<file path="config.mk">
export PLATFORM = sky130hd
export DESIGN_NAME = bsc_start_select
export DESIGN_NICKNAME = d
export VERILOG_FILES = /design/src/bsc_pkg.sv /design/src/bsc_start_select.sv
export SDC_FILE = /design/constraint.sdc
export NUM_CORES = 1
export LEC_CHECK = 0
export ABC_AREA = 0
export BUFFER_PORTS_ARGS = -buffer_cell sky130_fd_sc_hd__buf_2
export CELL_PAD_IN_SITES_DETAIL_PLACEMENT = 1
export CELL_PAD_IN_SITES_GLOBAL_PLACEMENT = 2
export CORE_MARGIN = 3
export CORE_UTILIZATION = 38
export CTS_CLUSTER_SIZE = 12
export DETAILED_ROUTE_END_ITERATION = 8
export GPL_ROUTABILITY_DRIVEN = 0
export HOLD_SLACK_MARGIN = 0.1
export PLACE_DENSITY = 0.93
export SYNTH_ARGS = -nofsm -noshare
export SYNTH_HDL_FRONTEND = slang
export SYNTH_SLANG_ARGS = --single-unit
export TNS_END_PERCENT = 50
</file>
<file path="constraint.sdc">
create_clock -name clk -period 8.25 [get_ports clk]
set_input_delay 1.65 -clock clk [delete_from_list [all_inputs] [get_ports clk]]
set_output_delay 1.65 -clock clk [all_outputs]
set_load 0.005 [all_outputs]
</file>
<file path="src/bsc_pkg.sv">
// constants for the back-emf constant decode and start-path selection
// assumes a single 100 MHz clock and an ahb-lite register bus
// What this block does
// back-emf constant held as 7 bits: 3-bit shift high, 4-bit mantissa low.
// software multiplies measured constant in V/Hz by 1090 before encoding.
// magnitude decodes as mantissa shifted left by the shift field.
// all-ones code decodes to 1920, the largest programmable constant.
// code one decodes to one, the smallest nonzero constant.
// before start the motor is classed stationary, forward or reverse.
// stationary motor gets commutation aligned to rotor before driving on.
// stationary start offers inductive position detect or forced align.
// fast forward motor may resync straight into closed-loop drive.
// reverse drive decelerates through zero speed then accelerates forward.
// reverse without reverse drive either waits for stop or brakes.
// once a reverse motor stops the stationary start path follows.
// software picks reverse-drive or brake settings that limit current and surge.
// second comparator lagging means forward, leading means reverse.
// speed below selected stationary threshold means motor is stationary.
// reverse speed above its threshold returns to detection to coast down.
// brake only when brake duration field nonzero, for the selected time.
package bsc_pkg;
    // ------------------------------------------------------------
    // register map
    // ------------------------------------------------------------
    localparam logic [7:0] BSC_CTRL_ADDR = 8'h00;
    localparam logic [7:0] BSC_STAT_ADDR = 8'h04;
    localparam logic [31:0] BSC_CTRL_RESET = 32'h0000_0000;
    // ------------------------------------------------------------
    // control fields
    // ------------------------------------------------------------
    localparam int BSC_CODE_LO = 0;
    localparam int BSC_MANT_W = 4;
    localparam int BSC_SHIFT_W = 3;
    localparam int BSC_CODE_W = BSC_MANT_W + BSC_SHIFT_W;
    localparam int BSC_STILL_LO = 7;
    localparam int BSC_REV_LO = 9;
    localparam int BSC_THR_W = 2;
    localparam int BSC_BRAKE_LO = 11;
    localparam int BSC_BRAKE_W = 3;
    localparam int BSC_DETECT_EN = 14;
    localparam int BSC_REVDRV_EN = 15;
    localparam int BSC_IPD_EN = 16;
    localparam int BSC_START_EN = 17;
    // ------------------------------------------------------------
    // status fields
    // ------------------------------------------------------------
    localparam int BSC_MAG_W = 11;
    localparam int BSC_ST_STATE_LO = 0;
    localparam int BSC_ST_COND_LO = 3;
    localparam int BSC_ST_MAG_LO = 5;
    localparam logic [BSC_MAG_W-1:0] BSC_MAG_MAX = 11'h780;
    localparam logic [1:0] BSC_HTRANS_NONSEQ = 2'h2;
    // ------------------------------------------------------------
    // types
    // ------------------------------------------------------------
    typedef enum logic [2:0] {
        BSC_IDLE = 3'h0,
        BSC_DETECT = 3'h1,
        BSC_BRAKE = 3'h2,
        BSC_ALIGN = 3'h3,
        BSC_IPD = 3'h4,
        BSC_REVDRIVE = 3'h5,
        BSC_ACCEL = 3'h6,
        BSC_CLOSED = 3'h7
    } bsc_state_t;
    typedef enum logic [1:0] {
        BSC_STILL = 2'h0,
        BSC_FWD = 2'h1,
        BSC_REV = 2'h2,
        BSC_UNKNOWN = 2'h3
    } bsc_cond_t;
endpackage

</file>
<file path="src/bsc_start_select.sv">
// back-emf constant decode and start-path sequencer with ahb-lite registers
// assumes comparator pins asynchronous, phaseDone from same-clock drive logic
`timescale 1ns/1ps
module bsc_start_select import bsc_pkg::*; #(
    parameter int CNT_W = 24,
    parameter logic [CNT_W-1:0] STILL_LIM0 = 24'h00C350,
    parameter logic [CNT_W-1:0] STILL_LIM1 = 24'h0186A0,
    parameter logic [CNT_W-1:0] STILL_LIM2 = 24'h030D40,
    parameter logic [CNT_W-1:0] STILL_LIM3 = 24'h061A80,
    parameter logic [CNT_W-1:0] REV_LIM0 = 24'h004E20,
    parameter logic [CNT_W-1:0] REV_LIM1 = 24'h002710,
    parameter logic [CNT_W-1:0] REV_LIM2 = 24'h001388,
    parameter logic [CNT_W-1:0] REV_LIM3 = 24'h0009C4,
    parameter logic [CNT_W-1:0] BRAKE_UNIT = 24'h0186A0
) (
    // clock, reset, enable
    input wire logic clk,
    input wire logic rst_n,
    input wire logic ce,
    // ahb-lite slave
    input wire logic hsel,
    input wire logic [7:0] haddr,
    input wire logic [1:0] htrans,
    input wire logic hwrite,
    input wire logic [2:0] hsize,
    input wire logic hready,
    input wire logic [31:0] hwdata,
    output logic [31:0] hrdata,
    output logic hreadyout,
    output logic hresp,
    // motor side
    input wire logic cmpUv,
    input wire logic cmpUw,
    input wire logic phaseDone,
    output logic [2:0] driveMode,
    output logic [BSC_MAG_W-1:0] bemfMagnitude
);
    // ------------------------------------------------------------
    // bus slave
    // ------------------------------------------------------------
    logic [31:0] ctrl;
    logic wrPend;
    logic [7:0] wrAddr;
    bsc_state_t state;
    bsc_cond_t cond;
    wire addrPhase = hsel && hready && (htrans == BSC_HTRANS_NONSEQ);
    wire ctrlHit = (haddr == BSC_CTRL_ADDR);
    wire statHit = (haddr == BSC_STAT_ADDR);
    wire [31:0] statWord = {{(32 - BSC_ST_MAG_LO - BSC_MAG_W){1'b0}}, bemfMagnitude,
        cond, state};
    wire [31:0] next_rdata = ctrlHit ? ctrl : (statHit ? statWord : 32'h0000_0000);
    wire ctrlWrite = wrPend && (wrAddr == BSC_CTRL_ADDR);

    always_ff @(posedge clk) begin
        if (!rst_n) begin
            wrPend <= 1'b0;
            wrAddr <= 8'h00;
            hrdata <= 32'h0000_0000;
            hreadyout <= 1'b0;
            hresp <= 1'b0;
            ctrl <= BSC_CTRL_RESET;
        end else if (ce) begin
            hreadyout <= 1'b1;
            hresp <= 1'b0;
            wrPend <= addrPhase && hwrite;
            wrAddr <= haddr;
            if (addrPhase && !hwrite) begin
                hrdata <= next_rdata;
            end
            if (ctrlWrite) begin
                ctrl <= hwdata;
            end
        end
    end

    // ------------------------------------------------------------
    // control decode
    // ------------------------------------------------------------
    wire [BSC_CODE_W-1:0] bemfCode = ctrl[BSC_CODE_LO +: BSC_CODE_W];
    wire [BSC_MANT_W-1:0] mantissa = bemfCode[BSC_MANT_W-1:0];
    wire [BSC_SHIFT_W-1:0] shiftAmt = bemfCode[BSC_CODE_W-1:BSC_MANT_W];
    wire [BSC_MAG_W-1:0] next_magnitude =
        {{(BSC_MAG_W - BSC_MANT_W){1'b0}}, mantissa} << shiftAmt;
    wire [1:0] stillThr = ctrl[BSC_STILL_LO +: BSC_THR_W];
    wire [1:0] revThr = ctrl[BSC_REV_LO +: BSC_THR_W];
    wire [2:0] brakeDur = ctrl[BSC_BRAKE_LO +: BSC_BRAKE_W];
    wire detectEn = ctrl[BSC_DETECT_EN];
    wire revDriveEn = ctrl[BSC_REVDRV_EN];
    wire ipdEn = ctrl[BSC_IPD_EN];
    wire startEn = ctrl[BSC_START_EN];
    wire brakeEn = (brakeDur != 3'h0);
    wire [CNT_W-1:0] stillLim = (stillThr == 2'h0) ? STILL_LIM0 :
        (stillThr == 2'h1) ? STILL_LIM1 : (stillThr == 2'h2) ? STILL_LIM2 : STILL_LIM3;
    wire [CNT_W-1:0] revLim = (revThr == 2'h0) ? REV_LIM0 :
        (revThr == 2'h1) ? REV_LIM1 : (revThr == 2'h2) ? REV_LIM2 : REV_LIM3;
    wire [CNT_W-1:0] brakeLoad = CNT_W'(brakeDur * BRAKE_UNIT);

    // ------------------------------------------------------------
    // comparator synchronisers
    // ------------------------------------------------------------
    logic [2:0] uvSync;
    logic [2:0] uwSync;
    logic uvLevel;
    logic uwLevel;
    wire uvStable = (uvSync[1] == uvSync[2]);
    wire uwStable = (uwSync[1] == uwSync[2]);
    wire uvRise = uvStable && uvSync[2] && !uvLevel;

    always_ff @(posedge clk) begin
        if (!rst_n) begin
            uvSync <= 3'h0;
            uwSync <= 3'h0;
            uvLevel <= 1'b0;
            uwLevel <= 1'b0;
        end else if (ce) begin
            uvSync <= {uvSync[1:0], cmpUv};
            uwSync <= {uwSync[1:0], cmpUw};
            if (uvStable) begin
                uvLevel <= uvSync[2];
            end
            if (uwStable) begin
                uwLevel <= uwSync[2];
            end
        end
    end

    // ------------------------------------------------------------
    // speed and direction detection
    // ------------------------------------------------------------
    logic [CNT_W-1:0] period;
    logic seenEdge;
    logic [CNT_W-1:0] brakeCnt;
    wire measureDone = (state == BSC_DETECT) && uvRise && seenEdge;
    wire stillTimeout = (state == BSC_DETECT) && (period >= stillLim);
    wire fastEnough = (period < stillLim);
    // uw low at uv rise: uw lags by 60 degrees, so forward
    wire dirReverse = uwLevel;
    wire revTooFast = (period < revLim);
    bsc_state_t next_state;
    bsc_cond_t next_cond;
    bsc_state_t stillPath;

    assign stillPath = brakeEn ? BSC_BRAKE : (ipdEn ? BSC_IPD : BSC_ALIGN);

    always_comb begin
        next_state = state;
        next_cond = cond;
        unique case (state)
            BSC_IDLE: begin
                if (startEn) begin
                    next_state = detectEn ? BSC_DETECT : stillPath;
                    next_cond = detectEn ? BSC_UNKNOWN : BSC_STILL;
                end
            end
            BSC_DETECT: begin
                if (stillTimeout) begin
                    next_cond = BSC_STILL;
                    next_state = stillPath;
                end else if (measureDone && fastEnough) begin
                    next_cond = dirReverse ? BSC_REV : BSC_FWD;
                    if (!dirReverse) begin
                        next_state = BSC_CLOSED;
                    end else if (revTooFast) begin
                        next_state = BSC_DETECT;
                    end else if (revDriveEn) begin
                        next_state = BSC_REVDRIVE;
                    end else if (brakeEn) begin
                        next_state = BSC_BRAKE;
                    end else begin
                        next_state = BSC_DETECT;
                    end
                end
            end
            BSC_BRAKE: begin
                if (brakeCnt == '0) begin
                    next_state = ipdEn ? BSC_IPD : BSC_ALIGN;
                end
            end
            BSC_ALIGN, BSC_IPD: begin
                if (phaseDone) begin
                    next_state = BSC_ACCEL;
                end
            end
            BSC_REVDRIVE: begin
                if (phaseDone) begin
                    next_state = BSC_ACCEL;
                end
            end
            BSC_ACCEL: begin
                if (phaseDone) begin
                    next_state = BSC_CLOSED;
                end
            end
            BSC_CLOSED: begin
                next_state = BSC_CLOSED;
            end
        endcase
        if (!startEn) begin
            next_state = BSC_IDLE;
        end
    end

    always_ff @(posedge clk) begin
        if (!rst_n) begin
            state <= BSC_IDLE;
            cond <= BSC_UNKNOWN;
            period <= '0;
            seenEdge <= 1'b0;
            brakeCnt <= '0;
            driveMode <= BSC_IDLE;
            bemfMagnitude <= '0;
        end else if (ce) begin
            state <= next_state;
            cond <= next_cond;
            driveMode <= next_state;
            bemfMagnitude <= next_magnitude;
            if (state != BSC_DETECT || uvRise) begin
                period <= '0;
            end else if (!stillTimeout) begin
                period <= period + 1'b1;
            end
            seenEdge <= (state == BSC_DETECT) && (seenEdge || uvRise);
            if (state != BSC_BRAKE) begin
                // the cycle that reads zero is the last braking cycle
                brakeCnt <= brakeLoad - CNT_W'(1);
            end else if (brakeCnt != '0) begin
                brakeCnt <= brakeCnt - 1'b1;
            end
        end
    end

    // ------------------------------------------------------------
    // checks
    // ------------------------------------------------------------
    magnitude_decode_a: assert property (@(posedge clk) disable iff (!rst_n)
        ce && $stable(ctrl) |=> bemfMagnitude ==
            ({{(BSC_MAG_W - BSC_MANT_W){1'b0}}, $past(mantissa)} << $past(shiftAmt)))
        else $error("magnitude does not match decoded code");
    magnitude_max_a: assert property (@(posedge clk) disable iff (!rst_n)
        ce && bemfCode == 7'h7F |=> bemfMagnitude == BSC_MAG_MAX)
        else $error("all-ones code not 1920");
    magnitude_min_a: assert property (@(posedge clk) disable iff (!rst_n)
        ce && bemfCode == 7'h01 |=> bemfMagnitude == 11'h001)
        else $error("code one not one");
    forward_resync_a: assert property (@(posedge clk) disable iff (!rst_n)
        ce && startEn && measureDone && fastEnough && !dirReverse
        |=> state == BSC_CLOSED && cond == BSC_FWD)
        else $error("forward motor not resynced");
    reverse_drive_a: assert property (@(posedge clk) disable iff (!rst_n)
        ce && startEn && measureDone && fastEnough && dirReverse && !revTooFast
            && revDriveEn |=> state == BSC_REVDRIVE)
        else $error("reverse drive not entered");
    reverse_fast_a: assert property (@(posedge clk) disable iff (!rst_n)
        ce && startEn && measureDone && fastEnough && dirReverse && revTooFast
        |=> state == BSC_DETECT)
        else $error("fast reverse motor not left to coast");
    brake_enable_a: assert property (@(posedge clk) disable iff (!rst_n)
        $rose(state == BSC_BRAKE) |-> $past(brakeDur) != 3'h0)
        else $error("brake entered with zero duration");
    still_start_a: assert property (@(posedge clk) disable iff (!rst_n)
        ce && startEn && stillTimeout && !brakeEn
        |=> (state == BSC_IPD || state == BSC_ALIGN) && cond == BSC_STILL)
        else $error("stationary motor not initialised");
    brake_after_a: assert property (@(posedge clk) disable iff (!rst_n)
        ce && startEn && state == BSC_BRAKE && brakeCnt == '0
        |=> state == (ipdEn ? BSC_IPD : BSC_ALIGN))
        else $error("brake not followed by stationary path");
    mode_output_a: assert property (@(posedge clk) disable iff (!rst_n)
        ce && !startEn |=> driveMode == BSC_IDLE && state == BSC_IDLE)
        else $error("cleared start did not force idle");
endmodule

</file>
==> impl_metrics.tcl <==
set metrics [dict create \
    core.rowCount 53 \
    cts_setup_buffers 0 \
    clk_pin_slew_ns 0.07 \
    totalPowerFinal_w 0.00160 \
    power_density_nw_per_um2 170 \
    vias_per_cell 5.44 \
    tightestPinTransition_ns 1.13 \
    syn-num-nets 1063 \
    critical_path.max_fanout 52 \
    die_area_um2 23300 \
    postRouteAntennaNets 0 \
    hp-class "register to register" \
    vias 7131 \
    nFillCells 2567 \
    syn_inst 958 \
    grt_max_degree 126 \
    first_pass_iters 4 \
    yosysSeqAreaShare_pct 36.0 \
    setup_violations 0 \
    reg2reg_depth 10 \
    final_core_util_pct 44.6 \
    dpl.hpwl_um 15900 \
    crit_type "primary input to register" \
    skew_ns 0.0118 \
    numCtsBuffers 17 \
    area_growth_pct 15.0 \
    synth_seq_cells 147 \
    die_x_um 153 \
    die_y_um 153 \
    wl_um 22900 \
    synth_cell_types 67 \
    start_kind "primary input" \
    drive_above_1_share_pct 14.6 \
    grt_overflow 0 \
    finalCritPeriodShare_pct 56.5 \
    clockRootBuffer "clkbuf_16" \
    cts_max_path_buffers 2 \
    clkLatencyLatePin_ns 0.43 \
    fin_tns_setup_ns 0 \
    cts_resized 0 \
    async_flop_share_pct 0 \
    antennaDiodeCount 0 \
    grt_pass1_wl_um 38200 \
    hold_viol_final 0 \
    buffer_ports.inserted 97 \
    io_pins 102 \
    cp_data_arrival_time_ns 5.02 \
    fin_crit_ns 4.66 \
    ys.flop_type "dfxtp_1" \
    end_kind "register" \
    avgRoutedWirePerCell_um 17.5 \
    postSynthAreaPerCell_um2 8.53 \
    drt-initial-drc-count 290 \
    num-nets-final 1127 \
    leakage_nw 4.10 \
    syn_area_um2 8170 \
    grt_pass1_vias 7543 \
    cts_tree "yes" \
    htree_num_levels 4 \
    drcViolationCount 0 \
    maxCapViolations 0 \
    required_ns 8.61 \
    synth_warnings 0 \
    start_util_pct 38.7 \
    ctsHoldBuffers 0 \
    antenna_found_initial 0 \
    synth_enable_flop_cells 0 \
    coreArea_um2 21100 \
    ir_worst_vdd_uv 144 \
    max-slew-margin-rel_pct 24.5 \
    timing.hold.ws_ns 0.473 \
    cts.sinks 147 \
    max_freq_mhz 215 \
    final-max-slew-violation-count 0 \
    rsz0062_at_grt "no" \
    hold_path_depth 1 \
    grtUsageTotal_pct 19.5 \
    status "completed" \
]
-- routing by layer --
layer	wire [um]	GRT usage (%)	vias to the layer above
met4	255	4.58	0
met1	10100	23.5	3450
li1	-	-	3548
met2	11500	34.9	113
met3	1110	5.17	20
met5	0	0	-
-- cells in the mapped netlist (5+ instances only) --
| cell type | number | share of area (%) |
|---|---|---|
| nand2b_1 | 8 | 0.61 |
| ha_1 | 51 | 7.8 |
| clkbuf_1 | 46 | 2.1 |
| xnor2_1 | 10 | 1.1 |
| nand4_1 | 9 | 0.69 |
| and3_1 | 12 | 0.92 |
| nor4_1 | 13 | 1.0 |
| nand3_1 | 29 | 1.8 |
| o21ai_0 | 61 | 3.7 |
| a31oi_1 | 12 | 0.92 |
| o21a_1 | 5 | 0.46 |
| or4_1 | 13 | 1.2 |
| o211a_1 | 5 | 0.61 |
| o31ai_1 | 6 | 0.55 |
| inv_1 | 35 | 1.6 |
| xor2_1 | 11 | 1.2 |
| dfxtp_1 | 147 | 36 |
| a22oi_1 | 17 | 1.6 |
| nor3b_1 | 5 | 0.46 |
| o211ai_1 | 14 | 1.3 |
| nand2_1 | 75 | 3.4 |
| nor2_1 | 60 | 2.8 |
| buf_2 | 5 | 0.31 |
| a21boi_0 | 16 | 1.5 |
| a21oi_1 | 40 | 2.5 |
| and2_1 | 22 | 1.7 |
| mux2i_1 | 64 | 7.8 |
| nor3_1 | 20 | 1.2 |
| nor2b_1 | 74 | 5.7 |
-- final timing paths --
check / end / slack (ns) / start
worst max-delay path: hrdata[29] / 3.59 / ce
worst min-delay path: hreadyout / 0.47 / hreadyout
worst max register to register: brakeCnt[20] / 4.48 / ctrl[11]
worst min register to register: hreadyout / 0.47 / hreadyout
-- worst max-delay path, cell delays in order --
cell and delay, ns:
buf_2 0.07, buf_4 0.55, nand4_1 0.20, nand2b_1 0.20, buf_4 0.25, nand3b_1 0.64, nor2_1 1.08, a22oi_1 0.17
nor2b_1 0.17
-- per-stage QoR --
| stage | setup slack, ns | instance area (um^2) | instances |
|---|---|---|---|
| after floorplan | 4.94 | 8170 | 958 |
| after global placement | 3.23 | 8810 | 1278 |
| after detailed placement | 3.10 | 8810 | 1278 |
| after CTS | 3.57 | 9400 | 1310 |
| after global routing | 3.16 | 9400 | 1310 |
| final | 3.59 | 9400 | 1310 |
-- area by class of cell --
type                    count  area [um^2]  share of cell area, %
multi-input cells         717         4850                   51.6
flip-flops and latches    147         2940                   31.3
repair buffers            104          541                   5.75
clock buffers              18          429                   4.57
well taps                 275          344                   3.66
clock inverters            14          158                   1.68
inverters                  35          131                   1.40
-- where the power goes --
group          internal [W]  switching (W)  leakage (nW)  total (W)
Combinational     0.0000382      0.0000515          2.62  0.0000897
Clock              0.000407       0.000363         0.282   0.000771
Sequential         0.000723      0.0000128          1.19   0.000735
-- layout by cell type (no fill, tap or decap), types with 17 or more instances in the layout --
master,instances
a21oi_1,40
a22oi_1,17
and2_1,22
buf_2,96
clkbuf_16,17
dfxtp_1,147
ha_1,51
inv_1,35
mux2i_1,64
nand2_1,75
nand3_1,28
nor2_1,60
nor2b_1,74
nor3_1,20
o21ai_0,61
-- logic make-up (layout without fill, tap and decap cells) --
group,count (synthesis),after routing,synth area share [%]
buffers and inverters,94,171,4.64
flip-flops,147,147,36.0
XOR/XNOR,21,21,2.25
AND/OR/NAND/NOR,360,360,23.4
adder cells (fa/ha/maj),51,51,7.81
AO/OA/AOI/OAI,217,217,17.6
other,1,1,0.0459
multiplexers,67,67,8.26
-- sequential cells by signal, indices dropped and copies added, names as in the netlist --
name,count
ctrl,32
hrdata,32
brakeCnt,24
period,24
bemfMagnitude,11
wrAddr,8
state,3
uvSync,3
uwSync,3
cond,2
dirReverse,1
hreadyout,1
seenEdge,1
uvLevel,1
wrPend,1
No activity file was read; power rests on OpenSTA's default activity.
